[config.mk]
export PLATFORM = sky130hd
export DESIGN_NAME = cmpmi_top
export DESIGN_NICKNAME = d
export VERILOG_FILES = /design/src/hdl/cmpmi_pkg.sv /design/src/hdl/cmpmi_mode_decode.sv /design/src/hdl/cmpmi_top.sv
export SDC_FILE = /design/constraint.sdc
export NUM_CORES = 1
export LEC_CHECK = 0
export ABC_AREA = 1
export BUFFER_PORTS_ARGS = -buffer_cell sky130_fd_sc_hd__buf_2
export CORE_MARGIN = 3
export CORE_UTILIZATION = 50
export CTS_BUF_LIST = sky130_fd_sc_hd__clkbuf_8
export CTS_CLUSTER_SIZE = 25
export DETAILED_ROUTE_END_ITERATION = 16
export MAX_ROUTING_LAYER = met4
export PLACE_DENSITY = 0.95
export SLEW_MARGIN = 20
export SYNTH_ARGS = -nofsm -noshare
export SYNTH_HDL_FRONTEND = slang
export SYNTH_SLANG_ARGS = --single-unit
export TNS_END_PERCENT = 30
[constraint.sdc]
create_clock -name i_clock -period 2.7 [get_ports i_clock]
set_clock_uncertainty 0.1 [all_clocks]
set_input_delay 0.405 -clock i_clock [delete_from_list [all_inputs] [get_ports i_clock]]
set_output_delay 0.405 -clock i_clock [all_outputs]
set_load 0.02 [all_outputs]
[src/hdl/cmpmi_pkg.sv]
// package for the comparator mode and mismatch interrupt block
// assumes an AXI4-Lite register bus, 32-bit data, one clock
package cmpmi_pkg;
  // register byte offsets
  localparam logic [3:0] CMPMI_OFF_CTRL = 4'h0;
  localparam logic [3:0] CMPMI_OFF_CFG2 = 4'h4;
  localparam logic [3:0] CMPMI_OFF_IRQ = 4'h8;
  localparam logic [3:0] CMPMI_OFF_PORT = 4'hC;
  // control register fields
  localparam int CMPMI_CTRL_OUT_BIT = 6;
  localparam int CMPMI_CTRL_INV_BIT = 4;
  localparam int CMPMI_CTRL_SW_BIT = 3;
  // config2 fields
  localparam int CMPMI_CFG2_GSS_BIT = 1;
  localparam int CMPMI_CFG2_SYNC_BIT = 0;
  // irq register fields
  localparam int CMPMI_IRQ_FLAG_BIT = 0;
  localparam int CMPMI_IRQ_CIE_BIT = 1;
  localparam int CMPMI_IRQ_PIE_BIT = 2;
  localparam int CMPMI_IRQ_GIE_BIT = 3;
  // reset values
  localparam logic [2:0] CMPMI_MODE_RST = 3'h0;
  localparam logic CMPMI_GSS_RST = 1'b1;
  localparam logic CMPMI_SYNC_RST = 1'b0;
  // phase divider: four clocks per instruction cycle
  localparam logic [1:0] CMPMI_PHASE_LAST = 2'h3;
  // axi responses
  localparam logic [1:0] CMPMI_RESP_OKAY = 2'h0;
  localparam logic [1:0] CMPMI_RESP_SLVERR = 2'h2;
  // comparator modes
  typedef enum logic [2:0]
  {
    CMPMI_M_OFF = 3'h0,
    CMPMI_M_OUT = 3'h1,
    CMPMI_M_INT = 3'h2,
    CMPMI_M_REF_OUT = 3'h3,
    CMPMI_M_REF_INT = 3'h4,
    CMPMI_M_MUX_OUT = 3'h5,
    CMPMI_M_MUX_INT = 3'h6,
    CMPMI_M_DIS = 3'h7
  } cmpmi_mode_t;
  // pin role bundle from the mode decode
  typedef struct packed
  {
    logic pos_analog;
    logic neg_analog;
    logic out_drive;
    logic ref_noninv;
    logic mux_inputs;
    logic comp_on;
  } cmpmi_roles_t;
endpackage

[src/hdl/cmpmi_mode_decode.sv]
// pin role decode for the comparator mode field
// assumes a pure combinational use inside the comparator top
`timescale 1ns/1ps
`default_nettype none
module cmpmi_mode_decode
  import cmpmi_pkg::*;
(
  input wire logic [2:0] i_mode,
  output cmpmi_pkg::cmpmi_roles_t o_roles
);
  // one row per mode
  always_comb
  begin
    o_roles = '0;
    case (i_mode)
      CMPMI_M_OFF:
      begin
        o_roles.pos_analog = 1'b1;
        o_roles.neg_analog = 1'b1;
      end
      CMPMI_M_OUT:
      begin
        o_roles.pos_analog = 1'b1;
        o_roles.neg_analog = 1'b1;
        o_roles.out_drive = 1'b1;
        o_roles.comp_on = 1'b1;
      end
      CMPMI_M_INT:
      begin
        o_roles.pos_analog = 1'b1;
        o_roles.neg_analog = 1'b1;
        o_roles.comp_on = 1'b1;
      end
      CMPMI_M_REF_OUT:
      begin
        o_roles.neg_analog = 1'b1;
        o_roles.out_drive = 1'b1;
        o_roles.ref_noninv = 1'b1;
        o_roles.comp_on = 1'b1;
      end
      CMPMI_M_REF_INT:
      begin
        o_roles.neg_analog = 1'b1;
        o_roles.ref_noninv = 1'b1;
        o_roles.comp_on = 1'b1;
      end
      CMPMI_M_MUX_OUT:
      begin
        o_roles.pos_analog = 1'b1;
        o_roles.neg_analog = 1'b1;
        o_roles.out_drive = 1'b1;
        o_roles.ref_noninv = 1'b1;
        o_roles.mux_inputs = 1'b1;
        o_roles.comp_on = 1'b1;
      end
      CMPMI_M_MUX_INT:
      begin
        o_roles.pos_analog = 1'b1;
        o_roles.neg_analog = 1'b1;
        o_roles.ref_noninv = 1'b1;
        o_roles.mux_inputs = 1'b1;
        o_roles.comp_on = 1'b1;
      end
      default:
      begin
        o_roles = '0;
      end
    endcase
  end
endmodule
`default_nettype wire

[src/hdl/cmpmi_top.sv]
// comparator mode control, change-detect interrupt and timer gate select
// assumes AXI4-Lite master, analog core result on i_cmp_raw, one clock
// Notes on behaviour
// - three-bit mode field picks one of eight modes, fixing pins and output
// - port bits of analog pins read back as zero
// - output bit always readable; pin driven only in modes 001, 011, 101
// - output is one when noninverting input higher; invert bit flips it
// - modes 101 and 110: switch bit picks which pin feeds inverting input
// - in other modes the switch bit changes no input connection
// - mode 000 inputs analog, output off; 001 drives output pin
// - modes 011 and 100 use internal reference, positive pin general I/O
// - modes 010, 100, 110 keep output internal, output pin general I/O
// - mode 111 makes all pins general I/O and turns comparator off
// - change latch samples output each phase one; difference sets flag
// - read-capture latch loads output on each control register read
// - persisting mismatch holds the flag; software cannot clear it then
// - a write to the control register also ends the mismatch
// - flag cleared only by writing zero; writing one sets it
// - request needs all three enables; flag sets regardless
// - a change during a control register read or write may be missed by the flag
// - comparator stays on in sleep; modes 000 and 111 power it off
// - output change wakes from sleep when two enables set
// - reset returns both configuration registers, mode 000
// - clearing gate select routes output to the timer gate
// - sync mode latches output on timer clock falling edge
// - config2 resets with gate select one and sync zero
//
// The register addresses and the AXI4-Lite register port were decided locally.
`timescale 1ns/1ps
`default_nettype none
module cmpmi_top
  import cmpmi_pkg::*;
#(
  parameter int PORT_W = 6,
  parameter int POS_PIN = 0,
  parameter int NEG_PIN = 1,
  parameter int OUT_PIN = 2
)
(
  input wire logic i_clock,
  input wire logic i_rstn,
  // axi4-lite slave
  input wire logic [3:0] i_awaddr,
  input wire logic i_awvalid,
  output logic o_awready,
  input wire logic [31:0] i_wdata,
  input wire logic [3:0] i_wstrb,
  input wire logic i_wvalid,
  output logic o_wready,
  output logic [1:0] o_bresp,
  output logic o_bvalid,
  input wire logic i_bready,
  input wire logic [3:0] i_araddr,
  input wire logic i_arvalid,
  output logic o_arready,
  output logic [31:0] o_rdata,
  output logic [1:0] o_rresp,
  output logic o_rvalid,
  input wire logic i_rready,
  // analog core and pins
  input wire logic i_cmp_raw,
  input wire logic [PORT_W-1:0] i_port_pins,
  input wire logic i_sleeping,
  input wire logic i_timer_clk_en,
  output logic o_cmp_enable,
  output logic o_ref_noninv,
  output logic o_inv_from_pos,
  output logic [PORT_W-1:0] o_analog_pins,
  output logic o_out_pin,
  output logic o_out_pin_oe,
  output logic o_timer_gate,
  output logic o_irq,
  output logic o_wake
);
  logic [2:0] mode_r;
  logic invert_r;
  logic switch_r;
  logic gss_r;
  logic sync_r;
  logic flag_r;
  logic cie_r;
  logic pie_r;
  logic gie_r;
  logic [1:0] phase_r;
  logic cmp_out;
  logic change_r;
  logic capture_r;
  logic sync_out_r;
  logic aw_hold_r;
  logic w_hold_r;
  logic [3:0] awaddr_r;
  logic [31:0] wdata_r;
  logic [3:0] wstrb_r;
  logic do_write;
  logic do_read;
  logic ctrl_access;
  logic mismatch;
  logic phase_one;
  cmpmi_roles_t roles;

  // is the byte address the control register
  function automatic logic is_ctrl(input logic [3:0] a);
    is_ctrl = (a[3:2] == CMPMI_OFF_CTRL[3:2]);
  endfunction

  cmpmi_mode_decode u_decode
  (
    .i_mode(mode_r),
    .o_roles(roles)
  );

  // phase divider, phase one is a one-cycle enable
  always_ff @(posedge i_clock)
  begin
    if (!i_rstn)
      phase_r <= 2'h0;
    else
      phase_r <= phase_r + 2'h1;
  end
  assign phase_one = (phase_r == 2'h0);

  // polarity applied to the raw result
  assign cmp_out = roles.comp_on & (i_cmp_raw ^ invert_r);

  // write side: address and data accepted in either order
  always_ff @(posedge i_clock)
  begin
    if (!i_rstn)
    begin
      aw_hold_r <= 1'b0;
      w_hold_r <= 1'b0;
      awaddr_r <= 4'h0;
      wdata_r <= 32'h0;
      wstrb_r <= 4'h0;
    end
    else
    begin
      if (i_awvalid && o_awready)
      begin
        aw_hold_r <= 1'b1;
        awaddr_r <= i_awaddr;
      end
      if (i_wvalid && o_wready)
      begin
        w_hold_r <= 1'b1;
        wdata_r <= i_wdata;
        wstrb_r <= i_wstrb;
      end
      if (do_write)
      begin
        aw_hold_r <= 1'b0;
        w_hold_r <= 1'b0;
      end
    end
  end
  assign do_write = aw_hold_r && w_hold_r && !o_bvalid;

  // ready and response flags
  always_ff @(posedge i_clock)
  begin
    if (!i_rstn)
    begin
      o_awready <= 1'b0;
      o_wready <= 1'b0;
      o_bvalid <= 1'b0;
      o_bresp <= CMPMI_RESP_OKAY;
    end
    else
    begin
      o_awready <= !aw_hold_r && !(i_awvalid && o_awready) && !o_bvalid;
      o_wready <= !w_hold_r && !(i_wvalid && o_wready) && !o_bvalid;
      if (do_write)
      begin
        o_bvalid <= 1'b1;
        o_bresp <= (awaddr_r[3:2] == CMPMI_OFF_PORT[3:2]) ?
          CMPMI_RESP_SLVERR : CMPMI_RESP_OKAY;
      end
      else if (i_bready)
        o_bvalid <= 1'b0;
    end
  end

  // read channel, one cycle to answer
  assign do_read = i_arvalid && o_arready;
  always_ff @(posedge i_clock)
  begin
    if (!i_rstn)
    begin
      o_arready <= 1'b0;
      o_rvalid <= 1'b0;
      o_rdata <= 32'h0;
      o_rresp <= CMPMI_RESP_OKAY;
    end
    else
    begin
      o_arready <= !o_rvalid && !do_read;
      if (do_read)
      begin
        o_rvalid <= 1'b1;
        o_rresp <= CMPMI_RESP_OKAY;
        o_rdata <= 32'h0;
        case (i_araddr[3:2])
          CMPMI_OFF_CTRL[3:2]:
          begin
            // bits 7 and 5 stay zero
            o_rdata[CMPMI_CTRL_OUT_BIT] <= cmp_out;
            o_rdata[CMPMI_CTRL_INV_BIT] <= invert_r;
            o_rdata[CMPMI_CTRL_SW_BIT] <= switch_r;
            o_rdata[2:0] <= mode_r;
          end
          CMPMI_OFF_CFG2[3:2]:
          begin
            o_rdata[CMPMI_CFG2_GSS_BIT] <= gss_r;
            o_rdata[CMPMI_CFG2_SYNC_BIT] <= sync_r;
          end
          CMPMI_OFF_IRQ[3:2]:
          begin
            o_rdata[CMPMI_IRQ_FLAG_BIT] <= flag_r;
            o_rdata[CMPMI_IRQ_CIE_BIT] <= cie_r;
            o_rdata[CMPMI_IRQ_PIE_BIT] <= pie_r;
            o_rdata[CMPMI_IRQ_GIE_BIT] <= gie_r;
          end
          default:
          begin
            o_rdata[PORT_W-1:0] <= i_port_pins & ~o_analog_pins;
          end
        endcase
      end
      else if (i_rready)
        o_rvalid <= 1'b0;
    end
  end

  // configuration registers, low byte lane only
  always_ff @(posedge i_clock)
  begin
    if (!i_rstn)
    begin
      mode_r <= CMPMI_MODE_RST;
      invert_r <= 1'b0;
      switch_r <= 1'b0;
      gss_r <= CMPMI_GSS_RST;
      sync_r <= CMPMI_SYNC_RST;
      cie_r <= 1'b0;
      pie_r <= 1'b0;
      gie_r <= 1'b0;
    end
    else if (do_write && wstrb_r[0])
    begin
      case (awaddr_r[3:2])
        CMPMI_OFF_CTRL[3:2]:
        begin
          mode_r <= wdata_r[2:0];
          invert_r <= wdata_r[CMPMI_CTRL_INV_BIT];
          switch_r <= wdata_r[CMPMI_CTRL_SW_BIT];
        end
        CMPMI_OFF_CFG2[3:2]:
        begin
          gss_r <= wdata_r[CMPMI_CFG2_GSS_BIT];
          sync_r <= wdata_r[CMPMI_CFG2_SYNC_BIT];
        end
        CMPMI_OFF_IRQ[3:2]:
        begin
          cie_r <= wdata_r[CMPMI_IRQ_CIE_BIT];
          pie_r <= wdata_r[CMPMI_IRQ_PIE_BIT];
          gie_r <= wdata_r[CMPMI_IRQ_GIE_BIT];
        end
        default:
        begin
          mode_r <= mode_r;
        end
      endcase
    end
  end

  // any control read or write reloads the capture latch
  assign ctrl_access = (do_read && is_ctrl(i_araddr)) ||
    (do_write && is_ctrl(awaddr_r));
  always_ff @(posedge i_clock)
  begin
    if (!i_rstn)
      capture_r <= 1'b0;
    else if (ctrl_access)
      capture_r <= cmp_out;
  end

  // change latch sampled on phase one only
  always_ff @(posedge i_clock)
  begin
    if (!i_rstn)
      change_r <= 1'b0;
    else if (phase_one)
      change_r <= cmp_out;
  end
  assign mismatch = change_r ^ capture_r;

  // interrupt flag; set wins over a software clear
  always_ff @(posedge i_clock)
  begin
    if (!i_rstn)
      flag_r <= 1'b0;
    // set dropped during a control access
    else if (mismatch && !ctrl_access)
      flag_r <= 1'b1;
    else if (do_write && wstrb_r[0] && awaddr_r[3:2] == CMPMI_OFF_IRQ[3:2])
      flag_r <= wdata_r[CMPMI_IRQ_FLAG_BIT];
  end

  // sync latch on timer clock falling-edge enable
  always_ff @(posedge i_clock)
  begin
    if (!i_rstn)
      sync_out_r <= 1'b0;
    else if (i_timer_clk_en)
      sync_out_r <= cmp_out;
  end

  // pin and analog outputs, all registered
  always_ff @(posedge i_clock)
  begin
    if (!i_rstn)
    begin
      o_cmp_enable <= 1'b0;
      o_ref_noninv <= 1'b0;
      o_inv_from_pos <= 1'b0;
      o_analog_pins <= '0;
      o_out_pin <= 1'b0;
      o_out_pin_oe <= 1'b0;
      o_timer_gate <= 1'b0;
      o_irq <= 1'b0;
      o_wake <= 1'b0;
    end
    else
    begin
      // modes 000 and 111 power down
      // mode 111 all pins general I/O
      o_cmp_enable <= roles.comp_on;
      o_ref_noninv <= roles.ref_noninv;
      o_inv_from_pos <= roles.mux_inputs & switch_r;
      o_analog_pins <= '0;
      o_analog_pins[POS_PIN] <= roles.pos_analog;
      o_analog_pins[NEG_PIN] <= roles.neg_analog;
      // pin driven only in output modes
      o_out_pin <= roles.out_drive & cmp_out;
      o_out_pin_oe <= roles.out_drive;
      // gate source select low picks comparator
      o_timer_gate <= !gss_r && (sync_r ? sync_out_r : cmp_out);
      o_irq <= flag_r && cie_r && pie_r && gie_r;
      o_wake <= flag_r && cie_r && pie_r && i_sleeping;
    end
  end
endmodule
`default_nettype wire

After elaboration in Yosys (flattened, before gate mapping). Cells that the tools add are included.

Add/sub/neg operators: 1. Eq/ne operators: 11. Mux-type cells: 19. Bitwise operators: 8. Reduce and logical (&&, ||, !) cells: 49.

Operators by type and width (count): $logic_and A1 B1 Y1 (20); $mux W1 (15); $pmux W2 S3 (2); $eq A3 B3 Y1 const B (3); $logic_not A1 Y1 (9); $reduce_or A7 Y1 (1); $and A6 B6 Y6 (1); $eq A2 B2 Y1 const B (3); $eq A3 B2 Y1 const B (2); $logic_not A2 Y1 (3); $not A6 Y6 (1); $reduce_and A2 Y1 (3); $reduce_bool A2 Y1 (3); $reduce_or A2 Y1 (3); $reduce_or A3 Y1 (2); $reduce_or A6 Y1 (1); $reduce_or A5 Y1 (1); $eq A2 B1 Y1 const B (2); $reduce_or A4 Y1 (1); $and A1 B1 Y1 (3); $eq A3 B1 Y1 const B (1); $logic_not A3 Y1 (1); $add A2 B1 Y2 const B (1); $mux W2 (1); 4 further kinds (5).

Register bits after elaboration: 56. Bits of input ports: 60. Output and inout bits: 55. Word-level logic and storage cells: 123.

Logic depth before layout (Yosys ltp). Gate-level depths: netlist (run 1).

Word-level depth: 7. Depth in mapped cells: 7. Gate-level depth less buffers: 7.

Cells and area by module. A second synthesis (run 1) with hierarchy kept.

Cell total of the unflattened synthesis: 310. Area, all modules: 2218.4 um2.

By module, submodules not included: cmpmi_top (times used 1, cells each 291, area each 2143.3 um2, sequential area each 980.9 um2); cmpmi_mode_decode (times used 1, cells each 19, area each 75.1 um2, sequential area each 0.0 um2).

Worst setup path before layout (run 1). OpenSTA, ideal clock, no wires.

Path type: register to register. Start point: reg o_arready. End point: reg o_rdata[0]. Setup time: 0.112 ns. Data arrival time: 1.046 ns. Data required time: 2.488 ns. Setup slack: 1.443 ns. Stages on the path, launching flop included: 7. Path buffers: 1. Clock period less this slack: 1.257 ns. Cell sequence: dfxtp_1 nand2_1 inv_1 buf_4 o211ai_1 nor2_1 nor2_1.

Word-level cells in the longest chain between the ends: 1.

RTL lines: from (decl) (line cmpmi_top.sv:55) `output logic o_arready,`; from (signal assigned) (line cmpmi_top.sv:196) `o_arready <= !o_rvalid && !do_read;`; $logic_and A1 B1 Y1 (line cmpmi_top.sv:184) `assign do_read = i_arvalid && o_arready;`; to (signal, indexed assignment) (line cmpmi_top.sv:206) `o_rdata[CMPMI_CTRL_OUT_BIT] <= cmp_out;`; to (signal, indexed assignment) (line cmpmi_top.sv:207) `o_rdata[CMPMI_CTRL_INV_BIT] <= invert_r;`; to (signal, indexed assignment) (line cmpmi_top.sv:208) `o_rdata[CMPMI_CTRL_SW_BIT] <= switch_r;`; to (decl) (line cmpmi_top.sv:56) `output logic [31:0] o_rdata,`.

No other way between the ends. A chain may end at the register's enable or synchronous reset.

Final worst setup path (run 1).
Start point: reg o_bvalid. End point: out o_bvalid.

RTL lines: from (decl) (line cmpmi_top.sv:51) `output logic o_bvalid,`; from (signal assigned) (line cmpmi_top.sv:165) `o_bvalid <= 1'b0;`; from (signal assigned) (line cmpmi_top.sv:174) `o_bvalid <= 1'b1;`; from (signal assigned) (line cmpmi_top.sv:179) `o_bvalid <= 1'b0;`.

No word-level cell between the ends.

==> results of run 1 <==
==> power by group through the flow <==
stage	Sequential [mW]	Clock, mW	Combinational (mW)
finish	0.771	0.421	0.174
global route	0.776	0.457	0.197
CTS	0.771	0.433	0.173
detailed placement	0.788	0	0.172
global placement	0.786	0	0.169
floorplan	0.799	0	0.151
==> routing by layer <==
metal  vias up  GRT usage (%)  routed length (microns)
li1        961              -                        -
met1       773           18.2                     1730
met2        62           28.7                     1990
met3         4           6.73                      358
met4         0           5.01                       48
met5         -              -                        0
==> cell families after synthesis <==
kind of cell	synth area share, %
DFF	45.2
AOI/OAI and AO/OA	9.52
buffers and inverters	17.5
and+or+nand+nor	27.0
adders and majority gates	0.577
other	0.173
==> cell type report <==
cell class | count | area (sq um) | area share (%)
clock inverters | 1 | 3.75 | 0.156
flip-flops and latches | 49 | 981 | 40.7
clock buffers | 6 | 82.6 | 3.43
well taps | 50 | 62.6 | 2.60
inverters | 30 | 113 | 4.68
repair buffers | 48 | 240 | 9.97
multi-input cells | 211 | 926 | 38.4
==> flip-flops by register name (all words and copies together) (netlist names), 2 cells and up <==
name	cells
phase_r	2
mode_r	3
awaddr_r	2
o_analog_pins	2
wdata_r	5
o_rdata	7
==> through the flow <==
| step | power [mW] | util, % |
|---|---|---|
| 6_report | 1.37 | 58.9 |
| 5_1_grt | 1.43 | 58.9 |
| 4_1_cts | 1.38 | 58.9 |
| 3_5_place_dp | 0.961 | 56.8 |
| 3_3_place_gp | 0.955 | 56.8 |
| 2_1_floorplan | 0.950 | - |
==> final timing paths <==
| path | from | depth (start not counted) | end | slack, ps |
|---|---|---|---|---|
| worst max register to register | o_arready$_SDFF_PN0_ | 7 | capture_r$_SDFFE_PN0P_ | 1300 |
| worst min register to register | phase_r[0]$_SDFF_PN0_ | 1 | phase_r[0]$_SDFF_PN0_ | 320 |
| worst min-delay path | i_timer_clk_en | 2 | sync_out_r$_SDFFE_PN0P_ | 190 |
| worst max-delay path | o_bvalid$_SDFFE_PN0P_ | 1 | o_bvalid | 1240 |
==> cells in the final DEF, fill, tap and decap left out, types with 6 or more instances in the layout <==
cell | Yosys | layout
inv_1 | 30 | 31
clkbuf_8 | 0 | 6
dfxtp_1 | 49 | 49
a21oi_1 | 19 | 19
nor2_1 | 48 | 48
nand2_1 | 62 | 62
o21ai_0 | 18 | 18
conb_1 | 1 | 32
nand3_1 | 18 | 18
buf_2 | 0 | 48
==> key figures, run 1 <==
Run status
  • Status: finished, final reports clean

Floorplanning
  • Row cnt: 23
  • Die ar.: roughly 5200 sq um
  • Initial core utilization: a little over half
  • Die X: roughly 70 microns
  • I/O pins: ~120
  • Core ar.: ~4000 sq um
  • DIE HEIGHT: 71.9 microns

Clock tree
  • Clk_lat worst skew: 300 ps
  • H-tree Lvls: 2
  • Sink Count: 49
  • Root buffer cell: clkbuf_8
  • Max Root-Sink Buffers: 2
  • Clock Pin Slew Worst Setup and Hold Paths: 80 ps
  • Hold buffers post-CTS: 0
  • Num CTS Buffers: 5
  • Buffers inserted during post-CTS setup optimization: 0
  • Gates resized, CTS repair: 0
  • CTS tree: built

Synthesis
  • Yosys top cell by area: dfxtp_1
  • Unique masters post-synth: 21
  • Yosys reg bits: 49
  • Synth area leaders: dfxtp_1, buf_4, nand2_1
  • Seq/Total Area, Yosys: a little under half
  • Yosys top cell area share: around 45%
  • Mapped cell area: ~2200 sq um
  • Commonest cells in the synthesized netlist: nand2_1, dfxtp_1, nor2_1
  • Mapped Cells: 297
  • Synth async-reset ratio: 0%
  • Mean Syn Cell Area: about 7.3 sq um
  • Most frequent cell after synthesis: nand2_1
  • Main synth FF type: dfxtp_1
  • Ys Warns: 0
  • Post-synth EDFFs: 0

Critical path
  • Slowest-stage cell, CP: dfxtp_1
  • Crit path cell chain: buf_2
  • Top delay family on crit path: flip-flops
  • Worst Path Max Fanout: 5
  • CP Class: reg -> out
  • Worst EP arrival: 960 ps
  • Crit path largest cell delay: 450 ps
  • Element type at the critical path end: primary output
  • Crit path buf inv count: 1
  • Worst EP required: 2190 ps
  • Startpoint Class: register

Placed design
  • Placer Congestion: 0.862
  • Area after DPL: 2320 sq um
  • Port Buffers: 48
  • Placed Cells: 388
  • Detailed Place HPWL: 3.14 mm
  • Post-Place Worst Slack: 1020 ps

STA
  • Final Critical Period: 1460 ps
  • Min Hold Slack: 190 ps
  • RSZ-0062 raised after global routing: no
  • Final Hold Fails: 0
  • Period Utilization, post-route: a little over half
  • Final Max Slew Viols: 0
  • Max Freq: 683 MHz
  • Setup violators final: 0
  • Fin worst setup slack: around 1200 ps
  • Post-Route Setup TNS: 0 ps

Layout
  • Finished Cell Area: 2410 sq um
  • Area delta synth->final: 11.0%
  • Nets: 406
  • Filler-free cell count of the finished design: 395
  • Diode count: 0
  • Filler instances: 396
  • Layout cells sized above 1: 17.1%

Routing
  • Starting DRT DRC Count: 31
  • TritonRoute pass-1 iters: 6
  • Total number of vias: 1,800
  • DR WL/cell: 10.4 microns
  • Vias/cell: 4.56
  • Wirelength, routed: about 4.1 mm
  • Antenna viol nets, final: 0
  • DRC Markers: 0

Pwr
  • Max VDD drop: just over 0.3 mV
  • Internal cell power: about 1 mW
  • P_leak: 1.19 nW
  • Sw power: 365 uW
  • Net switching fraction of the power: approximately a quarter
  • Register share of total power: 56.5%
  • Comb power frac: about an eighth
  • Clk pwr share: about 31%
  • Pwr dens: 567 nW/um^2

Global routing
  • Largest net degree at the start of global routing: 32
  • First-pass GRT wire length: 6.58 mm
  • GRT Total Usage: about 17%
  • Overflow left after global routing: 0
  • Antenna violations before repair: 0
  • Vias in the first global route: 1,568

Flow run
  • Max_cap viols: 0

Hold path
  • Worst hold path type: in -> reg
Power figures use the tool's default switching activity.
==> run 2, diff against run 1 <==
--- a/config.mk
+++ b/config.mk
@@ -8,12 +8,12 @@
 export ABC_AREA = 1
 export BUFFER_PORTS_ARGS = -buffer_cell sky130_fd_sc_hd__buf_2
 export CORE_MARGIN = 3
-export CORE_UTILIZATION = 50
+export CORE_UTILIZATION = 42
 export CTS_BUF_LIST = sky130_fd_sc_hd__clkbuf_8
 export CTS_CLUSTER_SIZE = 25
 export DETAILED_ROUTE_END_ITERATION = 16
 export MAX_ROUTING_LAYER = met4
-export PLACE_DENSITY = 0.95
+export PLACE_DENSITY = 0.9
 export SLEW_MARGIN = 20
 export SYNTH_ARGS = -nofsm -noshare
 export SYNTH_HDL_FRONTEND = slang
==> constraint.sdc (replaced) <==
create_clock -name i_clock -period 1.22 [get_ports i_clock]
set_clock_uncertainty 0.1 [all_clocks]
set_input_delay 0.183 -clock i_clock [delete_from_list [all_inputs] [get_ports i_clock]]
set_output_delay 0.183 -clock i_clock [all_outputs]
set_load 0.02 [all_outputs]
==> run 2 against run 1 <==
Compared with the run above:
- non-clock buffer count up 15
- flip-flop and latch count unchanged
- core utilization down 5.2 points
- critical endpoint is now invert_r$_SDFFE_PN0P_
==> key figures, run 2 (same netlist as run 1, synthesis figures left out) <==
Placed design
  • Placer Congestion: around 0.8
  • Port Buffers: 48
  • Detailed Place HPWL: about 3.4 mm
  • Post-Place Worst Slack: -15.1 ps
  • Area after DPL: 2440 sq um

Pwr
  • Internal cell power: 2.32 mW
  • Net switching fraction of the power: about a quarter
  • Comb power frac: 13.7%
  • Pwr dens: 1210 nW/um^2
  • Max VDD drop: between 0.8 and 0.9 mV
  • Clk pwr share: 32.1%
  • Sw power: 834 uW
  • Register share of total power: 54.2%
  • P_leak: 1.28 nW

Clock tree
  • CTS tree: built
  • H-tree Lvls: 2
  • Max Root-Sink Buffers: 2
  • Sink Count: 49
  • Clock Pin Slew Worst Setup and Hold Paths: 80 ps
  • Num CTS Buffers: 5
  • Clk_lat worst skew: 300 ps
  • Root buffer cell: clkbuf_8

Critical path
  • Worst EP required: 1320 ps
  • Worst path most repeated cell: nand2_1
  • Element type at the critical path end: register
  • Reg2Reg Depth: 7
  • Top delay family on crit path: simple AND/OR/NAND/NOR gates
  • R2R Setup Slk: 10 ps
  • Crit path largest cell delay: 340 ps
  • Worst reg2reg endpoint: invert_r$_SDFFE_PN0P_
  • Worst Path Max Fanout: 5
  • RR Startpoint: w_hold_r$_SDFFE_PP0P_
  • Crit path cell chain: nand2_2 > nor2_4 > nand2_4 > nor2_8 > nand2_1 > nand2_1 > nor2_1
  • Worst Setup SP: w_hold_r$_SDFFE_PP0P_
  • Crit path buf inv count: 0
  • Slowest-stage cell, CP: dfxtp_2
  • Startpoint Class: register
  • Worst EP arrival: 1310 ps
  • CP Class: reg -> reg

Layout
  • Biggest register: o_rdata
  • Diode count: 0
  • Layout Utilization: around 54%
  • Nets: 422
  • Commonest non-fill, non-tap cell in the layout: nand2_1
  • Layout cells sized above 1: 24.3%
  • Max reg flops: 7
  • Finished Cell Area: 2610 sq um
  • Area delta synth->final: 20.2%
  • Top flop regs: o_rdata (7), wdata_r (5), mode_r (3)
  • Most frequent cells in the layout: nand2_1, nor2_1, buf_2

Floorplanning
  • DIE HEIGHT: 77.9 microns
  • Initial core utilization: between 40% and 50%
  • Die ar.: 6060 sq um
  • Core ar.: 4850 sq um
  • Row cnt: 25
  • I/O pins: 115
  • Die X: approximately 78 microns

STA
  • Min Hold Slack: 29.4 ps
  • RSZ-0062 raised after global routing: yes
  • Final Max Slew Viols: 0
  • Final Critical Period: 1210 ps
  • Fin worst setup slack: ~12 ps
  • Period Utilization, post-route: 99.0%
  • Setup violators final: 0
  • Final Hold Fails: 0
  • Max Freq: 828 MHz
  • Post-Route Setup TNS: 0 ps

Routing
  • Total number of vias: 1,875
  • DR WL/cell: approximately 10 microns
  • DRC Markers: 0
  • Wirelength, routed: 4.43 mm
  • TritonRoute pass-1 iters: 4
  • Antenna viol nets, final: 0
  • Starting DRT DRC Count: 66
  • Vias/cell: 4.37

Hold path
  • WHS Endpoint: o_rvalid$_SDFFE_PN0P_
  • Worst hold path type: in -> reg
  • HP Start: i_rready
  • Hold Path Depth: 4

Flow run
  • Max_cap viols: 0

Global routing
  • Largest net degree at the start of global routing: 31
  • Vias in the first global route: 1,650
  • Antenna violations before repair: 0
  • First-pass GRT wire length: 7.09 mm
  • Overflow left after global routing: 0
  • GRT Total Usage: 15.2%

Run status
  • Status: finished, final reports clean
## run 2: changes by cell type in the layout (fill, tap and decap cells not counted), sizes merged
cell	delta
dlygate4sd3	+2
buf	+13
inv	-1
clkbuf	+1
clkinv	+1
nor2	+1
## run 2: how the worst max path moves through the flow
| stage | end | slack, ps | depth (start not counted) |
|---|---|---|---|
| after floorplan | o_rdata[0]$_SDFFE_PN0N_ | 6 | 6 |
| after global placement | invert_r$_SDFFE_PN0P_ | 80 | 7 |
| after detailed placement | switch_r$_SDFFE_PN0P_ | -20 | 7 |
| after CTS | invert_r$_SDFFE_PN0P_ | -9 | 7 |
| after global routing | gie_r$_SDFFE_PN0P_ | -60 | 6 |
| final | invert_r$_SDFFE_PN0P_ | 10 | 7 |
## run 2: through the flow
| step | power, mW | cells |
|---|---|---|
| floorplan | 2.10 | 328 |
| global placement | 2.14 | 417 |
| detailed placement | 2.16 | 417 |
| CTS | 3.18 | 428 |
| global route | 3.32 | 429 |
| finish | 3.15 | 429 |
## run 2: metal layers
| metal | vias to the layer above | track usage (%) | share of wire, % |
|---|---|---|---|
| li1 | 998 | - | - |
| met1 | 803 | 17.1 | 44 |
| met2 | 68 | 25.9 | 48 |
| met3 | 6 | 4.29 | 7.4 |
| met4 | 0 | 4.80 | 1.4 |
| met5 | - | - | 0 |
## run 2: cell type report
cell class	instances	area [sq um]
fill	471	2240
sequential	49	988
multi-input combinational	212	957
timing repair buffer	63	364
inverter	30	113
clock buffer	7	96.3
tap	67	83.8
clock inverter	1	5.00
## run 2: worst register-to-register path: cells and delay by family, from the launching register on
kind / cells / cell delay, ps
flops: 1 / 340
simple gates: 7 / 670
## run 2: timing repair
action / CTS / global route
pin swaps: 3 / 4
endpoints found under the hold margin: 2 / 0
cloned: 1 / 0
gates resized for setup: 6 / 8
endpoints found under the setup margin: 5 / 19
buffers inserted: 0 / 1
hold buffers: 2 / 0
## run 2: power by group through the flow
stage / registers, mW / clock network (mW) / logic [mW]
6_report: 1.71 / 1.01 / 0.432
5_1_grt: 1.72 / 1.12 / 0.486
4_1_cts: 1.71 / 1.04 / 0.425
3_5_place_dp: 1.74 / 0 / 0.413
3_3_place_gp: 1.74 / 0 / 0.404
2_1_floorplan: 1.77 / 0 / 0.334
==> run 3, diff against run 2 <==
==> constraint.sdc (replaced) <==
create_clock -name i_clock -period 1.22 [get_ports i_clock]
set_clock_uncertainty 0.1 [all_clocks]
set_input_delay 0 -clock i_clock [delete_from_list [all_inputs] [get_ports i_clock]]
set_output_delay 0 -clock i_clock [all_outputs]
set_load 0.02 [all_outputs]
==> run 3 against run 2 <==
Compared with the run above:
- the run now ends with negative setup slack left
- setup slack got worse by 40 ps
- die area stayed put
- hold slack worse by 23 ps
- final cell count rose by 3.5%
- non-clock buffer count up 16
- power fell by 0.85%
- largest cell class unchanged
==> key figures, run 3 (same netlist as run 1, synthesis figures left out) <==
Routing
  • Antenna viol nets, final: 0
  • Length of routed wiring on met1: 2.00 mm
  • Top Layer Used: met4
  • Starting DRT DRC Count: between 90 and 100
  • DR WL/cell: 10.3 microns
  • TritonRoute pass-1 iters: 4
  • Wirelength, routed: 4.56 mm
  • DR WL met3: 327 microns
  • Total number of vias: between 1.5k and 2k
  • Routed wl met2: around 2.2 mm
  • DRC Markers: 0
  • Vias/cell: 4.35

Layout
  • Nets: 438
  • Biggest register: o_rdata
  • Layout cells sized above 1: roughly 22%
  • Top flop regs: o_rdata (7), wdata_r (5), mode_r (3)
  • Max reg flops: 7
  • Finished Cell Area: 2740 sq um
  • Filler-free cell count of the finished design: 444
  • Area delta synth->final: 26.5%
  • Area occupied by multi-input gates: 952 sq um
  • Layout Utilization: 56.6%
  • Reg area: roughly 990 sq um
  • Commonest non-fill, non-tap cell in the layout: nand2_1
  • Most frequent cells in the layout: nand2_1, buf_2, nor2_1
  • Filler instances: 434
  • Diode count: 0

Hold path
  • Hold Path Depth: 3
  • Worst hold path type: in -> reg
  • HP Start: i_wvalid
  • WHS Endpoint: wdata_r[3]$_SDFFE_PN0P_

Critical path
  • Worst EP arrival: 1340 ps
  • Worst Setup SP: w_hold_r$_SDFFE_PP0P_
  • Reg2Reg Depth: 7
  • Crit path cell chain: nand2_2 > nor2_4 > nand2_4 > nor2_8 > nand2_1 > nand2_1 > nor2_1
  • RR Startpoint: w_hold_r$_SDFFE_PP0P_
  • Crit path largest cell delay: approximately 340 ps
  • CP Class: reg -> reg
  • Worst EP required: approximately 1300 ps
  • R2R Setup Slk: -30 ps
  • Startpoint Class: register
  • Element type at the critical path end: register
  • Crit path buf inv count: 0
  • Worst Path Max Fanout: 5
  • Slowest-stage cell, CP: dfxtp_2
  • Top delay family on crit path: simple AND/OR/NAND/NOR gates
  • Worst path most repeated cell: nand2_1
  • Worst reg2reg endpoint: mode_r[2]$_SDFFE_PN0P_

Clock tree
  • CTS tree: built
  • Sink Count: 49
  • H-tree Lvls: 2
  • Root buffer cell: clkbuf_8
  • Clk_lat worst skew: ~300 ps
  • Max Root-Sink Buffers: 2
  • Clock Pin Slew Worst Setup and Hold Paths: approximately 80 ps
  • Num CTS Buffers: 5

Pwr
  • Final Power: 3.13 mW
  • P_leak: ~1.3 nW
  • Max VDD drop: 0.601 mV
  • Pwr dens: between 1000 and 1500 nW/um^2

Floorplanning
  • Initial core utilization: approximately 45%
  • Core ar.: 4850 sq um
  • Die ar.: 6060 sq um
  • I/O pins: 115
  • Die X: 77.9 microns
  • DIE HEIGHT: 77.9 microns
  • Row cnt: 25

Placed design
  • Detailed Place HPWL: 3.21 mm
  • Port Buffers: 48
  • Placer Congestion: between 0.7 and 0.8
  • Area after DPL: 2430 sq um
  • Post-Place Worst Slack: 31.6 ps
  • Placed Cells: between 400 and 500

STA
  • Final Critical Period: 1250 ps
  • Period Utilization, post-route: 102%
  • RSZ-0062 raised after global routing: yes
  • Final Hold Fails: 0
  • Fin worst setup slack: -28.4 ps
  • Setup violators final: 1
  • Post-Route Setup TNS: -28.4 ps
  • Min Hold Slack: 6.01 ps
  • Final Max Slew Viols: 0
  • Max Freq: 801 MHz

Global routing
  • Vias in the first global route: about 1.7k
  • GRT Total Usage: ~15%
  • Largest net degree at the start of global routing: 31
  • Overflow left after global routing: 0
  • First-pass GRT wire length: 7.33 mm
  • Antenna violations before repair: 0

Run status
  • Failing checks: negative setup slack
  • Status: finished with violations

Flow run
  • Max_cap viols: 0
[run 3: changes by cell type in the layout (fill, tap and decap cells not counted), sizes merged]
cell	before	now
dlygate4sd3	2	19
buf	61	60
clkbuf	7	6
clkinv	1	0
inv	30	31
[run 3: worst reg2reg max path, cell delays in order, from the launching register on]
cell,delay (ps)
dfxtp_2,340
nand2_2,70
nor2_4,170
nand2_4,110
nor2_8,150
nand2_1,70
nand2_1,80
nor2_1,60
[run 3: area by class of cell]
| class | instances | share of cell area, % |
|---|---|---|
| timing repair buffer | 79 | 19.0 |
| clock buffer | 6 | 3.01 |
| sequential | 49 | 36.0 |
| multi-input combinational | 212 | 34.7 |
| tap | 67 | 3.06 |
| inverter | 30 | 4.10 |
| clock inverter | 1 | 0.137 |
[run 3: power by group]
group	internal, mW	switching [mW]
sequential	1.67	0.0411
clock	0.442	0.505
combinational	0.173	0.297
[run 3: worst max path at each step]
stage	end	depth (start not counted)
final	mode_r[2]$_SDFFE_PN0P_	7
after global placement	invert_r$_SDFFE_PN0P_	7
after CTS	invert_r$_SDFFE_PN0P_	7
after detailed placement	invert_r$_SDFFE_PN0P_	7
after global routing	mode_r[2]$_SDFFE_PN0P_	7
after floorplan	o_rdata[0]$_SDFFE_PN0N_	6
[run 3: per-layer routing]
layer	vias up	GRT usage, %
met5	-	-
met4	0	4.27
met3	5	4.06
met2	68	25.6
met1	831	18.2
li1	1026	-
[run 3: timing repair]
item,CTS,global route
resized for setup,0,10
endpoints found under the setup margin,0,16
hold endpoints to repair,19,0
hold buffers,19,0
buffers inserted,0,1
